$ cat config.mk
export PLATFORM = sky130hd
export DESIGN_NAME = pio_top
export DESIGN_NICKNAME = d
export VERILOG_FILES = /design/src/logic/pio_pkg.sv /design/src/logic/pio_sync.sv /design/src/logic/pio_pin_cell.sv /design/src/logic/pio_top.sv
export VERILOG_INCLUDE_DIRS = /design/src /design/src/logic
export SDC_FILE = /design/constraint.sdc
export NUM_CORES = 1
export LEC_CHECK = 0
export BUFFER_PORTS_ARGS = -buffer_cell sky130_fd_sc_hd__buf_2
export CAP_MARGIN = 40
export CORE_ASPECT_RATIO = 1.5
export CORE_MARGIN = 2
export CORE_UTILIZATION = 56
export CTS_CLUSTER_SIZE = 14
export DETAILED_ROUTE_END_ITERATION = 10
export GPL_ROUTABILITY_DRIVEN = 0
export GPL_TIMING_DRIVEN = 0
export PLACE_DENSITY = 0.85
export SLEW_MARGIN = 20
export SYNTH_ARGS = -nofsm -noshare
export SYNTH_HDL_FRONTEND = slang
export SYNTH_SLANG_ARGS = --single-unit
$ cat constraint.sdc
create_clock -name aclk -period 2.9 [get_ports aclk]
set_input_delay 0.145 -clock aclk [delete_from_list [all_inputs] [get_ports aclk]]
set_output_delay 0.145 -clock aclk [all_outputs]
set_load 0.02 [all_outputs]
$ cat src/logic/pio_regs.svh
// Register offsets, field positions, reset values and codes of the port block.
// Assumes inclusion by bare name from the package and the design modules.
`ifndef PIO_REGS_SVH
`define PIO_REGS_SVH

// Byte addresses of the registers on the AXI4-Lite slave.
`define PIO_A_LATCH_OFS 8'h00
`define PIO_A_DIR_OFS 8'h04
`define PIO_A_INPUT_OFS 8'h08
`define PIO_A_DRIVE_OFS 8'h0C
`define PIO_C_LATCH_OFS 8'h10
`define PIO_C_DIR_OFS 8'h14
`define PIO_C_INPUT_OFS 8'h18
`define PIO_C_DRIVE_OFS 8'h1C
`define PIO_D_LATCH_OFS 8'h20
`define PIO_D_DIR_OFS 8'h24
`define PIO_D_INPUT_OFS 8'h28
`define PIO_D_DRIVE_OFS 8'h2C
`define PIO_CTRL_OFS 8'h30

// Field positions of the function control register.
`define PIO_CTRL_SPI_EN_BIT 0
`define PIO_CTRL_IDI_EN_BIT 1
`define PIO_CTRL_IDI_4BIT_BIT 2

// Pins handed to peripherals when their function is on.
`define PIO_A_SPI_MASK 6'h0F
`define PIO_D_WIDE_MASK 8'hFF
`define PIO_D_NARROW_MASK 8'h0F

// Reset values.
`define PIO_RST_PORT_A 6'h00
`define PIO_RST_PORT_C 2'h0
`define PIO_RST_PORT_D 8'h00
`define PIO_RST_CTRL 3'h0

// AXI response codes.
`define PIO_RESP_OKAY 2'h0
`define PIO_RESP_SLVERR 2'h2

`endif

$ cat src/logic/pio_pkg.sv
// Types shared by the port block: the packed state of the top module.
// Assumes the register header sits next to it.
`include "pio_regs.svh"

package pio_pkg;

  // Complete state of the top module.
  typedef struct packed {
    logic awready;
    logic wready;
    logic bvalid;
    logic [1:0] bresp;
    logic aw_hold;
    logic [7:0] aw_addr;
    logic w_hold;
    logic [7:0] w_data;
    logic w_en;
    logic arready;
    logic rvalid;
    logic [1:0] rresp;
    logic [31:0] rdata;
    logic [5:0] a_latch;
    logic [5:0] a_dir;
    logic [5:0] a_rdr;
    logic [1:0] c_latch;
    logic [1:0] c_dir;
    logic [1:0] c_rdr;
    logic [7:0] d_latch;
    logic [7:0] d_dir;
    logic [7:0] d_rdr;
    logic spi_en;
    logic idi_en;
    logic idi_4bit;
    logic [5:0] pa_out;
    logic [5:0] pa_oe;
    logic [5:0] pa_low_drive;
    logic [1:0] pc_out;
    logic [1:0] pc_oe;
    logic [1:0] pc_low_drive;
    logic [1:0] pc_pulldown;
    logic [7:0] pd_out;
    logic [7:0] pd_oe;
    logic [7:0] pd_low_drive;
    logic [7:0] pd_pulldown;
  } pio_state_t;

endpackage

$ cat src/logic/pio_sync.sv
// Two-stage synchroniser for a group of pin inputs.
// Assumes the inputs may change at any time relative to aclk.
`timescale 1ns/1ps

module pio_sync #(
  parameter int W = 8
) (
  // Clock and reset.
  input wire logic aclk,
  input wire logic aresetn,
  // Raw and synchronised levels.
  input wire logic [W-1:0] raw,
  output logic [W-1:0] synced
);

  typedef struct packed {
    logic [W-1:0] meta;
    logic [W-1:0] stable;
  } pio_sync_t;

  pio_sync_t sync_ff;
  pio_sync_t nxt_sync;

  // The first stage is read by the second stage only.
  always_comb begin
    nxt_sync.meta = raw;
    nxt_sync.stable = sync_ff.meta;
  end

  // Both stages clear on reset.
  always_ff @(posedge aclk) begin
    if (!aresetn) begin
      sync_ff <= '0;
    end else begin
      sync_ff <= nxt_sync;
    end
  end

  assign synced = sync_ff.stable;

endmodule // pio_sync

$ cat src/logic/pio_pin_cell.sv
// Pin function mux for one port: picks latch or peripheral drive.
// Assumes take marks pins owned by a peripheral; purely combinational.
`timescale 1ns/1ps

module pio_pin_cell #(
  parameter int W = 8
) (
  // Software registers of the port.
  input wire logic [W-1:0] latch,
  input wire logic [W-1:0] dir,
  input wire logic [W-1:0] rdr,
  // Peripheral ownership and drive.
  input wire logic [W-1:0] take,
  input wire logic [W-1:0] per_out,
  input wire logic [W-1:0] per_oe,
  input wire logic [W-1:0] sync_in,
  // Resulting pin controls and readback.
  output logic [W-1:0] pin_out,
  output logic [W-1:0] pin_oe,
  output logic [W-1:0] low_drive,
  output logic [W-1:0] per_pull,
  output logic [W-1:0] rd_latch
);

  // The peripheral overrides latch and direction on pins it owns.
  assign pin_out = (take & per_out) | (~take & latch);
  assign pin_oe = (take & per_oe) | (~take & dir);
  // Reduced drive only matters for a driven pin.
  assign low_drive = rdr & pin_oe;
  // Peripheral-owned inputs get a pull-down.
  assign per_pull = take & ~per_oe;
  // Latch address returns the pin when input, the latch when output.
  assign rd_latch = (dir & latch) | (~dir & sync_in);

endmodule // pio_pin_cell

$ cat src/logic/pio_top.sv
// Port A, C and D pin logic with an AXI4-Lite register slave.
// Assumes asynchronous pins outside and an SPI and inter-die link inside.
//
// Summary of operation
// - Latch drives pin only as GPIO output
// - Direction 0: latch address reads pin
// - Direction 1: latch address reads latch
// - Peripheral ownership overrides direction bits
// - Input view always reads synchronised pin
// - Drive select sets output driver strength
// - Port A six pins, SPI on 3-0
// - Port C: interrupt in, clock out
// - Pull-down on C1 as interrupt input
// - Interrupt synchronised; stop mode bypass wakes
// - Port D internal: GPIO or data
// - Four-bit mode frees port D 7-4
// - Pull-downs on port D data inputs
// - Direction 1 output, 0 high-Z input
// - Drive 1 one-sixth strength, 0 full
//
// Implementation choices: the AXI4-Lite interface to the registers and the register addresses.
`timescale 1ns/1ps
`include "pio_regs.svh"

module pio_top
  import pio_pkg::*;
(
  // Clock and reset.
  input wire logic aclk,
  input wire logic aresetn,
  // AXI4-Lite write address.
  input wire logic awvalid,
  output logic awready,
  input wire logic [7:0] awaddr,
  // AXI4-Lite write data.
  input wire logic wvalid,
  output logic wready,
  input wire logic [31:0] wdata,
  input wire logic [3:0] wstrb,
  // AXI4-Lite write response.
  output logic bvalid,
  input wire logic bready,
  output logic [1:0] bresp,
  // AXI4-Lite read address.
  input wire logic arvalid,
  output logic arready,
  input wire logic [7:0] araddr,
  // AXI4-Lite read data.
  output logic rvalid,
  input wire logic rready,
  output logic [31:0] rdata,
  output logic [1:0] rresp,
  // Port A pins.
  input wire logic [5:0] port_a_pins_in,
  output logic [5:0] port_a_pins_out,
  output logic [5:0] port_a_pins_oe,
  output logic [5:0] port_a_low_drive,
  // Port C pins.
  input wire logic [1:0] port_c_pins_in,
  output logic [1:0] port_c_pins_out,
  output logic [1:0] port_c_pins_oe,
  output logic [1:0] port_c_low_drive,
  output logic [1:0] port_c_pulldown,
  // Port D lines toward the companion die.
  input wire logic [7:0] port_d_pins_in,
  output logic [7:0] port_d_pins_out,
  output logic [7:0] port_d_pins_oe,
  output logic [7:0] port_d_low_drive,
  output logic [7:0] port_d_pulldown,
  // SPI side.
  input wire logic [3:0] spi_pin_out,
  input wire logic [3:0] spi_pin_oe,
  output logic [3:0] spi_pin_in,
  // Inter-die interface side.
  input wire logic stop_mode,
  input wire logic idi_clk_out,
  input wire logic [7:0] idi_data_out,
  input wire logic [7:0] idi_data_oe,
  output logic [7:0] idi_data_in,
  output logic idi_int_sync,
  output logic idi_int_wake
);

  pio_state_t state_ff;
  pio_state_t nxt_state;

  logic [15:0] sync_all;
  logic [5:0] a_sync;
  logic [1:0] c_sync;
  logic [7:0] d_sync;
  logic [5:0] a_take;
  logic [1:0] c_take;
  logic [7:0] d_take;
  logic [1:0] c_per_out;
  logic [1:0] c_per_oe;
  logic [5:0] a_out;
  logic [5:0] a_oe;
  logic [5:0] a_low;
  logic [5:0] a_rd;
  logic [1:0] c_out;
  logic [1:0] c_oe;
  logic [1:0] c_low;
  logic [1:0] c_pull;
  logic [1:0] c_rd;
  logic [7:0] d_out;
  logic [7:0] d_oe;
  logic [7:0] d_low;
  logic [7:0] d_pull;
  logic [7:0] d_rd;

  // Every pin input crosses two flops before any readback or peripheral, except the raw C1 wake path.
  pio_sync #(
    .W(16)
  ) u_sync (
    .aclk(aclk),
    .aresetn(aresetn),
    .raw({port_d_pins_in, port_c_pins_in, port_a_pins_in}),
    .synced(sync_all)
  );

  assign a_sync = sync_all[5:0];
  assign c_sync = sync_all[7:6];
  assign d_sync = sync_all[15:8];

  // Pin ownership: SPI takes A3-0 only, never A5-4.
  assign a_take = state_ff.spi_en ? `PIO_A_SPI_MASK : 6'h00;
  // The link takes both C pins: C1 interrupt input, C0 clock output.
  assign c_take = state_ff.idi_en ? 2'h3 : 2'h0;
  assign c_per_out = {1'b0, idi_clk_out};
  assign c_per_oe = 2'h1;
  // Four-bit mode leaves D7-4 to general-purpose use.
  assign d_take = !state_ff.idi_en ? 8'h00 :
    (state_ff.idi_4bit ? `PIO_D_NARROW_MASK : `PIO_D_WIDE_MASK);

  // Port A mux.
  pio_pin_cell #(
    .W(6)
  ) u_cell_a (
    .latch(state_ff.a_latch),
    .dir(state_ff.a_dir),
    .rdr(state_ff.a_rdr),
    .take(a_take),
    .per_out({2'h0, spi_pin_out}),
    .per_oe({2'h0, spi_pin_oe}),
    .sync_in(a_sync),
    .pin_out(a_out),
    .pin_oe(a_oe),
    .low_drive(a_low),
    .per_pull(),
    .rd_latch(a_rd)
  );

  // Port C mux.
  pio_pin_cell #(
    .W(2)
  ) u_cell_c (
    .latch(state_ff.c_latch),
    .dir(state_ff.c_dir),
    .rdr(state_ff.c_rdr),
    .take(c_take),
    .per_out(c_per_out),
    .per_oe(c_per_oe),
    .sync_in(c_sync),
    .pin_out(c_out),
    .pin_oe(c_oe),
    .low_drive(c_low),
    .per_pull(c_pull),
    .rd_latch(c_rd)
  );

  // Port D mux.
  pio_pin_cell #(
    .W(8)
  ) u_cell_d (
    .latch(state_ff.d_latch),
    .dir(state_ff.d_dir),
    .rdr(state_ff.d_rdr),
    .take(d_take),
    .per_out(idi_data_out),
    .per_oe(idi_data_oe),
    .sync_in(d_sync),
    .pin_out(d_out),
    .pin_oe(d_oe),
    .low_drive(d_low),
    .per_pull(d_pull),
    .rd_latch(d_rd)
  );

  // Read multiplexer; unmapped addresses read zero with an error.
  function automatic logic [32:0] pio_read(input logic [7:0] addr);
    logic [32:0] r;
    r = 33'h0_0000_0000;
    unique case (addr)
      `PIO_A_LATCH_OFS: r[5:0] = a_rd;
      `PIO_A_DIR_OFS: r[5:0] = state_ff.a_dir;
      `PIO_A_INPUT_OFS: r[5:0] = a_sync;
      `PIO_A_DRIVE_OFS: r[5:0] = state_ff.a_rdr;
      `PIO_C_LATCH_OFS: r[1:0] = c_rd;
      `PIO_C_DIR_OFS: r[1:0] = state_ff.c_dir;
      `PIO_C_INPUT_OFS: r[1:0] = c_sync;
      `PIO_C_DRIVE_OFS: r[1:0] = state_ff.c_rdr;
      `PIO_D_LATCH_OFS: r[7:0] = d_rd;
      `PIO_D_DIR_OFS: r[7:0] = state_ff.d_dir;
      `PIO_D_INPUT_OFS: r[7:0] = d_sync;
      `PIO_D_DRIVE_OFS: r[7:0] = state_ff.d_rdr;
      `PIO_CTRL_OFS: begin
        r[`PIO_CTRL_SPI_EN_BIT] = state_ff.spi_en;
        r[`PIO_CTRL_IDI_EN_BIT] = state_ff.idi_en;
        r[`PIO_CTRL_IDI_4BIT_BIT] = state_ff.idi_4bit;
      end
      default: r[32] = 1'b1;
    endcase
    return r;
  endfunction

  // Next state: bus slave, register writes and pin outputs.
  always_comb begin
    logic [32:0] rd;
    logic [7:0] wd;
    rd = pio_read(araddr);
    wd = state_ff.w_data;
    nxt_state = state_ff;
    // Address and data are taken in either order and held.
    if (awvalid && state_ff.awready) begin
      nxt_state.aw_hold = 1'b1;
      nxt_state.aw_addr = awaddr;
    end
    if (wvalid && state_ff.wready) begin
      nxt_state.w_hold = 1'b1;
      nxt_state.w_data = wdata[7:0];
      nxt_state.w_en = wstrb[0];
    end
    if (state_ff.bvalid && bready) begin
      nxt_state.bvalid = 1'b0;
    end
    // Both halves present: perform the write and raise the response.
    if (state_ff.aw_hold && state_ff.w_hold && !state_ff.bvalid) begin
      nxt_state.aw_hold = 1'b0;
      nxt_state.w_hold = 1'b0;
      nxt_state.bvalid = 1'b1;
      nxt_state.bresp = `PIO_RESP_OKAY;
      unique case (state_ff.aw_addr)
        `PIO_A_LATCH_OFS: begin
          if (state_ff.w_en) nxt_state.a_latch = wd[5:0];
        end
        `PIO_A_DIR_OFS: begin
          if (state_ff.w_en) nxt_state.a_dir = wd[5:0];
        end
        `PIO_A_DRIVE_OFS: begin
          if (state_ff.w_en) nxt_state.a_rdr = wd[5:0];
        end
        `PIO_C_LATCH_OFS: begin
          if (state_ff.w_en) nxt_state.c_latch = wd[1:0];
        end
        `PIO_C_DIR_OFS: begin
          if (state_ff.w_en) nxt_state.c_dir = wd[1:0];
        end
        `PIO_C_DRIVE_OFS: begin
          if (state_ff.w_en) nxt_state.c_rdr = wd[1:0];
        end
        `PIO_D_LATCH_OFS: begin
          if (state_ff.w_en) nxt_state.d_latch = wd;
        end
        `PIO_D_DIR_OFS: begin
          if (state_ff.w_en) nxt_state.d_dir = wd;
        end
        `PIO_D_DRIVE_OFS: begin
          if (state_ff.w_en) nxt_state.d_rdr = wd;
        end
        `PIO_CTRL_OFS: begin
          if (state_ff.w_en) begin
            nxt_state.spi_en = wd[`PIO_CTRL_SPI_EN_BIT];
            nxt_state.idi_en = wd[`PIO_CTRL_IDI_EN_BIT];
            nxt_state.idi_4bit = wd[`PIO_CTRL_IDI_4BIT_BIT];
          end
        end
        // Input views accept and ignore writes.
        `PIO_A_INPUT_OFS, `PIO_C_INPUT_OFS, `PIO_D_INPUT_OFS: begin
        end
        default: nxt_state.bresp = `PIO_RESP_SLVERR;
      endcase
    end
    nxt_state.awready = !nxt_state.aw_hold && !nxt_state.bvalid;
    nxt_state.wready = !nxt_state.w_hold && !nxt_state.bvalid;
    // Read: data registered at the same edge that takes the address.
    if (state_ff.rvalid && rready) begin
      nxt_state.rvalid = 1'b0;
    end
    if (arvalid && state_ff.arready) begin
      nxt_state.rvalid = 1'b1;
      nxt_state.rdata = rd[31:0];
      nxt_state.rresp = rd[32] ? `PIO_RESP_SLVERR : `PIO_RESP_OKAY;
    end
    nxt_state.arready = !nxt_state.rvalid;
    // Pin controls are registered so every pin output leaves a flop.
    nxt_state.pa_out = a_out;
    nxt_state.pa_oe = a_oe;
    nxt_state.pa_low_drive = a_low;
    nxt_state.pc_out = c_out;
    nxt_state.pc_oe = c_oe;
    nxt_state.pc_low_drive = c_low;
    nxt_state.pc_pulldown = c_pull;
    nxt_state.pd_out = d_out;
    nxt_state.pd_oe = d_oe;
    nxt_state.pd_low_drive = d_low;
    nxt_state.pd_pulldown = d_pull;
  end

  // State register; ready lines come up one cycle after reset release.
  always_ff @(posedge aclk) begin
    if (!aresetn) begin
      state_ff <= '0;
      state_ff.a_latch <= `PIO_RST_PORT_A;
      state_ff.c_latch <= `PIO_RST_PORT_C;
      state_ff.d_latch <= `PIO_RST_PORT_D;
    end else begin
      state_ff <= nxt_state;
    end
  end

  // Bus outputs.
  assign awready = state_ff.awready;
  assign wready = state_ff.wready;
  assign bvalid = state_ff.bvalid;
  assign bresp = state_ff.bresp;
  assign arready = state_ff.arready;
  assign rvalid = state_ff.rvalid;
  assign rdata = state_ff.rdata;
  assign rresp = state_ff.rresp;

  // Pin outputs.
  assign port_a_pins_out = state_ff.pa_out;
  assign port_a_pins_oe = state_ff.pa_oe;
  assign port_a_low_drive = state_ff.pa_low_drive;
  assign port_c_pins_out = state_ff.pc_out;
  assign port_c_pins_oe = state_ff.pc_oe;
  assign port_c_low_drive = state_ff.pc_low_drive;
  assign port_c_pulldown = state_ff.pc_pulldown;
  assign port_d_pins_out = state_ff.pd_out;
  assign port_d_pins_oe = state_ff.pd_oe;
  assign port_d_low_drive = state_ff.pd_low_drive;
  assign port_d_pulldown = state_ff.pd_pulldown;

  // Peripheral inputs come from the synchroniser flops.
  assign spi_pin_in = a_sync[3:0];
  assign idi_data_in = d_sync;
  assign idi_int_sync = c_sync[1] & state_ff.idi_en;
  // In stop mode the clock may halt, so the wake path skips the flops.
  assign idi_int_wake = stop_mode & state_ff.idi_en & port_c_pins_in[1];

endmodule // pio_top

==> results of run 1 <==
-- power breakdown --
| part | internal [mW] | switching [mW] |
|---|---|---|
| registers | 2.43 | 0.0330 |
| clock network | 1.36 | 0.981 |
| logic | 0.194 | 0.220 |
| total | 3.99 | 1.23 |
-- layout by cell type (no fill, tap or decap), types with 6 or more instances in the layout --
cell type	Yosys	layout
nor2b_1	59	59
buf_4	106	106
clkinv_4	0	6
nand3_1	21	21
nand2_1	90	90
mux2i_1	58	58
buf_2	2	160
dfxtp_1	174	174
conb_1	1	27
and2_1	57	57
nor2_1	28	28
clkbuf_16	0	17
clkbuf_1	34	34
dlygate4sd3_1	0	49
a21boi_0	47	47
mux2_2	7	7
and3_1	6	6
nand2b_1	8	8
o21ai_0	23	23
-- state kept, by name, summed over array words and instances (netlist names) --
name,flops
port_c_low_drive,2
bresp,1
u_sync.nxt_sync,16
port_a_pins_out,6
bvalid,1
port_d_low_drive,8
port_d_pins_oe,8
wready,1
port_c_pins_oe,2
port_c_pins_out,2
port_d_pins_out,8
rdata,8
arready,1
u_sync.synced,16
port_d_pulldown,8
port_c_pulldown,1
awready,1
rvalid,1
port_a_pins_oe,6
port_a_low_drive,6
rresp,1
state_ff,70
-- worst min-delay path, delay by kind of cell --
| family | cells | cell delay (ns) |
|---|---|---|
| buffers and inverters | 1 | 0.08 |
| muxes | 1 | 0.06 |
| and+or+nand+nor | 1 | 0.11 |
-- per-layer routing --
| layer | GRT usage | vias to the layer above |
|---|---|---|
| li1 | - | 3033 |
| met1 | 0.310 | 2932 |
| met2 | 0.492 | 361 |
| met3 | 0.0519 | 92 |
| met4 | 0.141 | 0 |
| met5 | 0 | - |
-- path summary, 6_finish.rpt --
path                           start                 end  slack, ns  cells after the start
hold reg to reg   u_sync.nxt_sync[9]    u_sync.synced[9]       0.43                      1
setup / recovery        state_ff[59]        idi_int_wake       0.49                      4
setup reg to reg              bvalid        state_ff[84]       0.62                      5
hold / removal       idi_data_out[0]  port_d_pins_out[0]      0.006                      3
-- final cells by class --
cell class | instances | share of cell area
Clock inverter | 12 | 0.0158
Buffer | 144 | 0.0971
Clock buffer | 20 | 0.0482
Sequential cell | 174 | 0.359
Multi-Input combinational cell | 496 | 0.325
Inverter | 4 | 0.00155
Timing Repair Buffer | 207 | 0.132
Tap cell | 159 | 0.0205
-- metrics by stage --
stage                     setup slack [ns]  instance area (sq um)   util  cells  hold WS (ns)
final                                0.494                   9690  0.744   1216       0.00619
after global routing                 0.339                   9690  0.744   1216       0.00873
after global placement               0.769                   8580  0.659   1134         0.320
after CTS                            0.518                   9690  0.744   1216       0.00293
after floorplan                       1.07                   7590      -    818         0.217
after detailed placement             0.705                   8580  0.659   1135         0.327
-- cell families (layout without fill, tap and decap cells) --
group	after synthesis	after routing	share of synthesized area
simple gates	296	296	0.212
flops	174	174	0.465
buf+inv	148	387	0.128
compound gates	104	104	0.0965
mux	68	68	0.0970
other cells	1	27	0.000500
xor+xnor	1	1	0.00117
==> run metrics, run 1 <==
CTS tree done; Worst Max-Slew Pin Slew between 0.9 and 1 ns; critical path class flop to primary output; ranking of synthesized cells by area dfxtp_1, buf_4, mux2i_1; Critical Path RT 2.76 ns; Area Overhead vs Synth 29.3%; Post-synth EDFFs 0; core area 13000 sq um; initial antenna violation count 0; CTS Sinks 174; cell row count between 50 and 60; die area 14300 sq um; Max clock buf depth 2; Resized cells post-CTS 0; nets@finish 1145; period utilisation layout 0.830; slowest CP cell clkbuf_1; die width 98.5 um; list of most frequent post-synthesis cells dfxtp_1, buf_4, nand2_1; Critical path buffers and inverters 3; Synth Flop Type dfxtp_1; DR iter-0 viols 491; PnR Total Power 5.22 mW; vias in the first global route 6272; part of the Yosys area used for sequential elements 0.465; Worst Path Arrival ~2.3 ns; Mapped Avg Cell Area between 9 and 10 sq um; register area between 3000 and 4000 sq um; global-route wire length before repair 31.2 mm; pwr dens 539 nW/um^2; Peak VDD IR 0.389 mV; top routing layer in use met4; Async SR Flop Fraction 0; warnings from Yosys 0; drt drc 0; Distinct cells, synth 50; CP max FO 10; clock-pin slew on the worst setup and hold paths 0.06 ns; Die H 146 um; fmax 416 MHz; area taken by multi-input logic gates 3150 sq um; grt total ovfl 0; CTS Hold Bufs 49; crit path launch type flop; leakage 4.38 nW; HPWL Detailed 14.4 mm; number of port buffers 157; Setup-failing EPs final 0; Filler cells 953; CTS buffer count 17; vias per cell 5.28; final hold vios 0; latest clock arrival within the worst-skew pair approximately 0.43 ns; cell mode on critical path clkbuf_1; status complete, no violations; GRT Total Usage 0.276; Initial Util 0.576; crit path cell chain clkbuf_1, clkbuf_1, and3_1, buf_2; final WL 20.2 mm; Root Buffer clkbuf_16; Max Clock Skew 0.00631 ns; routed metal-1 wire length 7.40 mm; drt pass-1 iters 5; via count 6418; Yosys reg bits roughly 170; Post-Syn Area 7490 sq um; cell family with most CP delay buffers and inverters; fin crit period between 2 and 2.5 ns; ant diodes 0; setup tns final 0 ns; Worst setup EP type primary output; RSZ-0062 raised after global routing false; area share of the largest cell type after synthesis 0.465; met2 WL 10.1 mm; most common cell in the netlist dfxtp_1; post-CTS setup buffer count 0; metal3 WL ~1.6 mm; max_cap viols 0; layout cells sized above 1 0.300; Max Slew Vio Count 0; CP max stage delay about 0.60 ns; num ports 214; largest net degree at the start of global routing 17; type of the worst min-delay path primary input to flop; antenna-violating nets left 0; cell count after synthesis 792; worst relative slew slack 0.374; H-tree Lvls 4; area leader, netlist dfxtp_1; Routed WL per cell between 15 and 20 um
Power figures use the tool's default switching activity.
==> run 2: changes to the inputs <==
- ABC_AREA: not set -> 1
- CORE_UTILIZATION: 56 -> 47
- PLACE_DENSITY: 0.85 -> 0.76
- clock period: 2.9 -> 2 ns (I/O delays scaled with it)
==> run 2 against run 1 <==
Net effect: sequential cell count unchanged; worst setup slack worse by 0.24 ns; power up 43%; critical path type unchanged; critical endpoint unchanged.
==> run metrics, run 2 <==
max FFs per register 70 (unchanged); Worst Hold Depth 3 (unchanged); Yosys reg bits 174 (unchanged); Finished Layout Cells 1435 (+18%); Async SR Flop Fraction 0 (unchanged); list of most frequent post-synthesis cells nand2_1, dfxtp_1, nor2_1; Resized cells post-CTS 0 (unchanged); initial antenna violation count 0 (unchanged); Placed Cells 1348 (+19%); layout cells sized above 1 0.272 (-0.0280); Filler cells 1328 (+39%); period utilisation layout 0.873; Placed Instance Area 8660 sq um (+0.89%); area share of the largest cell type after synthesis 0.464 (-0.00132); status complete, no violations; crit path launch type flop; vias in the first global route 6614 (+5.5%); clock-pin slew on the worst setup and hold paths 0.07 ns (about the same); Worst Path Arrival 1.65 ns (-0.61 ns); fmax 573 MHz; Area Overhead vs Synth 30.2%; most frequent cells in the layout nand2_1, dfxtp_1, buf_2, nor2_1, buf_4; Mapped Avg Cell Area 7.82 sq um (-17%); num ports 214 (unchanged); critical path class flop to primary output; cell row count 56 (+9.8%); warnings from Yosys 0 (unchanged); GRT Total Usage 0.247 (-0.0288); commonest non-fill, non-tap cell in the layout nand2_1; ranking of synthesized cells by area dfxtp_1, buf_4, nand2_1; pwr dens 763 nW/um^2 (+42%); design area 9790 sq um (+0.98%); Hold Path Origin wdata[2]; final WL 21.1 mm (+4.1%); worst relative slew slack 0.504 (+0.130); final hold vios 0 (unchanged); DR iter-0 viols 450 (-8.4%); Reg2Reg Launch Point state_ff[60]; leakage 4.95 nW (+13%); CTS buffer count 17 (unchanged); Die H 159 um (+9.1%); Routed WL per cell 14.7 um (-12%); die area 17000 sq um (+19%); Max Slew Vio Count 0 (unchanged); ant diodes 0 (unchanged); largest net degree at the start of global routing 17 (unchanged); Max clock buf depth 2 (unchanged); latest clock arrival within the worst-skew pair 0.43 ns (about the same); Root Buffer clkbuf_16; R2R Setup Slk 0.27 ns (-0.35 ns); Post-Syn Area 7510 sq um (+0.28%); Synth Flop Type dfxtp_1; part of the Yosys area used for sequential elements 0.464 (-0.00132); hold endpoint state_ff[148]; Fin Hold WS 0.00895 ns (+0.00276 ns); PnR Total Power 7.46 mW (+43%); setup tns final 0 ns (unchanged); HPWL Detailed 15.3 mm (+6.5%); vias per cell 4.79 (-9.3%); number of port buffers 158 (+0.64%); H-tree Lvls 4 (unchanged); fin crit period 1.75 ns; cell count after synthesis 961 (+21%); r2r endpoint port_a_low_drive[2]; CTS Sinks 174 (unchanged); type of the worst min-delay path primary input to flop; RSZ-0062 raised after global routing false; CP max FO 10 (unchanged); core area 15600 sq um (+20%); most common cell in the netlist nand2_1; Setup-failing EPs final 0 (unchanged); area leader, netlist dfxtp_1; CTS tree done; reg2reg path depth 5 (unchanged); drt drc 0 (unchanged); Critical Path RT 1.90 ns (-0.86 ns); Initial Util 0.481 (-0.0947); Distinct cells, synth 35 (-30%); Worst Max-Slew Pin Slew 0.744 ns (-0.187 ns); Post-synth EDFFs 0 (unchanged); Peak VDD IR 0.524 mV (+35%); Biggest register state_ff; drt pass-1 iters 5 (unchanged); antenna-violating nets left 0 (unchanged); grt total ovfl 0 (unchanged); Max Clock Skew 0.0111 ns (+0.00479 ns); global-route wire length before repair 32.5 mm (+4.4%); max_cap viols 0 (unchanged); nets@finish 1320 (+15%); Worst setup EP type primary output; die width 107 um (+8.9%); via count 6872 (+7.1%)
## run 2: changes by cell type after synthesis, sizes merged, moves of 18 or more
| cell | before | now |
|---|---|---|
| nor2 | 29 | 148 |
| a21oi | 5 | 30 |
| nand2 | 90 | 179 |
| inv | 4 | 105 |
| nor3 | 5 | 23 |
| and2 | 57 | 3 |
| a21boi | 47 | 1 |
| a211oi | 0 | 49 |
| mux2i | 58 | 0 |
| nor2b | 60 | 0 |
| o21ai | 23 | 55 |
## run 2: critical path, stage by stage (launching register included)
cell,delay (ns)
dfxtp_1,0.32
clkbuf_1,0.49
and3_1,0.25
buf_2,0.16
## run 2: cell type report
| type | count | area [sq um] | share of cell area |
|---|---|---|---|
| buffer | 136 | 962 | 0.0983 |
| clock buffer | 22 | 474 | 0.0485 |
| clock inverter | 10 | 104 | 0.0106 |
| inverter | 110 | 413 | 0.0422 |
| multi-input combinational | 567 | 2750 | 0.281 |
| sequential | 174 | 3480 | 0.356 |
| tap | 203 | 254 | 0.0260 |
| timing repair buffer | 213 | 1340 | 0.137 |
## run 2: repair_timing
action	CTS	global route
endpoints found under the hold margin	63	0
hold buffers	55	0
setup buffers	0	0
## run 2: report_power, final
group | internal, mW | switching [mW]
Combinational | 0.256 | 0.380
Clock | 1.83 | 1.42
Sequential | 3.54 | 0.0379
## run 2: worst max-delay path by stage
stage                      start             endpoint  slack (ns)  cells after the start
floorplan                 bvalid         state_ff[83]        0.55                      6
global placement         aresetn    port_a_pins_oe[3]        0.16                      5
detailed placement       aresetn    port_a_pins_oe[3]        0.14                      5
CTS                 state_ff[59]         idi_int_wake        0.24                      3
global route        state_ff[60]  port_a_low_drive[2]        0.15                      5
finish              state_ff[59]         idi_int_wake        0.25                      3
## run 2: logic make-up (layout without fill, tap and decap cells)
| family | count (synthesis) | after routing | synth area share |
|---|---|---|---|
| other | 1 | 27 | 0.000499 |
| buffers and inverters | 246 | 491 | 0.183 |
| AO/OA/AOI/OAI | 139 | 139 | 0.117 |
| AND/OR/NAND/NOR | 401 | 401 | 0.236 |
| flip-flops | 174 | 174 | 0.464 |
## run 2: metrics by stage
| stage | setup slack, ns | utilization |
|---|---|---|
| CTS | 0.244 | 0.626 |
| global placement | 0.162 | 0.554 |
| finish | 0.254 | 0.626 |
| global route | 0.153 | 0.626 |
| detailed placement | 0.139 | 0.554 |
| floorplan | 0.545 | - |
## run 2: per-layer routing
layer,vias to the layer above,global-route usage,part of all wire
met4,0,0.146,0.050
met2,276,0.463,0.53
met5,-,0,0
met3,68,0.0398,0.054
li1,3433,-,-
met1,3095,0.250,0.36
==> run 3: changes to the inputs <==
- CAP_MARGIN: 40 -> not set
- CORE_ASPECT_RATIO: 1.5 -> not set
==> run 3 against run 2 <==
Net effect: clock skew is 0.0017 ns lower; via count is 1.9% lower; routed wire length is 7.1% lower; largest cell class unchanged; largest power group unchanged.
==> run metrics, run 3 (synthesis gave the netlist of run 2 again) <==
die width 130 um (+22%); type of the worst min-delay path primary input to flop; cell family with most CP delay buffers and inverters; max_cap viols 0 (unchanged); final WL 19.6 mm (-7.1%); crit path launch type flop; Critical Path RT 1.90 ns (about the same); Worst Path Arrival 1.65 ns (about the same); CTS buffer count 17 (unchanged); largest net degree at the start of global routing 17 (unchanged); antenna-violating nets left 0 (unchanged); initial antenna violation count 0 (unchanged); drt drc 0 (unchanged); status complete, no violations; pwr dens 757 nW/um^2 (-0.72%); vias in the first global route 6178 (-6.6%); HPWL Detailed 14.4 mm (-6.2%); setup tns final 0 ns (unchanged); post-CTS setup buffer count 0 (unchanged); drt pass-1 iters 5 (unchanged); Routed WL per cell 13.5 um (-8.1%); fin crit period 1.75 ns (+0.00923 ns); CTS Sinks 174 (unchanged); commonest non-fill, non-tap cell in the layout nand2_1; most frequent cells in the layout nand2_1, dfxtp_1, buf_2, nor2_1, buf_4; layout cells sized above 1 0.273 (+0.000959); Max Clock Skew 0.00941 ns (-0.00170 ns); Biggest register state_ff; ant diodes 0 (unchanged); H-tree Lvls 4 (unchanged); worst relative slew slack 0.512 (+0.00838); Root Buffer clkbuf_16; CTS tree done; Max Slew Vio Count 0 (unchanged); GRT Total Usage 0.230 (-0.0179); vias per cell 4.65 (-2.9%); R2R Setup Slk 0.26 ns (about the same); number of port buffers 158 (unchanged); nets@finish 1323 (+0.23%); grt total ovfl 0 (unchanged); Worst setup EP type primary output; CP max FO 10 (unchanged); period utilisation layout 0.877 (+0.00461); final hold vios 0 (unchanged); Worst Max-Slew Pin Slew 0.732 ns (-0.0126 ns); Peak VDD IR 0.580 mV (+11%); via count 6744 (-1.9%); core area 15800 sq um (+0.93%); Die H 130 um (-18%); global-route wire length before repair 30.0 mm (-7.9%); die area 17000 sq um (-0.13%); clock-pin slew on the worst setup and hold paths 0.07 ns (about the same); leakage 4.98 nW (+0.52%); num ports 214 (unchanged); Fin Hold WS 0.00993 ns (+0.000983 ns); DR iter-0 viols 430 (-4.4%); CP max stage delay 0.49 ns (about the same); Area Overhead vs Synth 30.9%; critical path class flop to primary output; cell row count 46 (-18%); latest clock arrival within the worst-skew pair 0.43 ns (about the same); Critical path buffers and inverters 2 (unchanged); Setup-failing EPs final 0 (unchanged); fmax 570 MHz (-0.53%); Max clock buf depth 2 (unchanged); crit path cell chain clkbuf_1, and3_1, buf_2; max FFs per register 70 (unchanged); Initial Util 0.477 (-0.00443); RSZ-0062 raised after global routing false; slowest CP cell clkbuf_1
==> run 3: cell count changes in the layout (fill, tap and decap cells not counted), sizes merged <==
cell	change
clkinvlp	-2
clkinv	+2
inv	+3
dlygate4sd3	+3
clkbuf	-3
==> run 3: report_power, final <==
part           leakage (nW)  total (mW)  internal (mW)  switching (mW)
sequential             1.41        3.57           3.54          0.0377
clock                 0.283        3.24           1.81            1.43
combinational          3.28       0.633          0.260           0.373
==> run 3: path summary, 6_finish.rpt <==
check	startpoint	to	depth (start not counted)
setup / recovery	state_ff[59]	idi_int_wake	3
hold / removal	spi_pin_oe[2]	port_a_pins_oe[2]	3
setup reg to reg	state_ff[154]	state_ff[59]	7
hold reg to reg	u_sync.nxt_sync[15]	u_sync.synced[15]	2
==> run 3: metal layers <==
metal  up-vias  share of wire  global-route usage  routed length, um
met5         -              0                   0                  0
met4         0          0.021              0.0889                402
met3        35          0.061              0.0411               1200
met2       236           0.48               0.398               9320
met1      3023           0.44               0.285               8650
li1       3450              -                   -                  -
==> run 3: area by class of cell <==
| class | instances | area [sq um] |
|---|---|---|
| Timing Repair Buffer | 216 | 1370 |
| Buffer | 136 | 962 |
| Clock inverter | 13 | 128 |
| Fill cell | 1390 | 5940 |
| Inverter | 110 | 413 |
| Multi-Input combinational cell | 567 | 2750 |
| Sequential cell | 174 | 3480 |
| Clock buffer | 19 | 453 |
| Tap cell | 216 | 270 |
==> run 3: repair_timing <==
| action | in CTS | in global routing |
|---|---|---|
| hold buffers | 58 | 0 |
| setup endpoints to repair | 0 | 0 |
| hold endpoints to repair | 67 | 0 |
| gates resized for setup | 0 | 0 |
==> run 3: stage by stage <==
stage | setup slack, ns | total power, mW | instances | area (sq um) | util
2_1_floorplan | 0.545 | 3.99 | 987 | 7610 | -
3_3_place_gp | 0.344 | 4.18 | 1361 | 8670 | 0.550
3_5_place_dp | 0.293 | 4.19 | 1361 | 8670 | 0.550
4_1_cts | 0.282 | 7.47 | 1451 | 9830 | 0.624
5_1_grt | 0.115 | 7.68 | 1451 | 9830 | 0.624
6_report | 0.245 | 7.45 | 1451 | 9830 | 0.624
==> run 3: worst reg2reg max path, stage by stage (launching register included) <==
cell,delay [ns]
dfxtp_1,0.34
inv_2,0.06
nor3_4,0.24
nand2_4,0.25
nor2_1,0.40
inv_1,0.15
nand2_1,0.10
a21oi_1,0.07
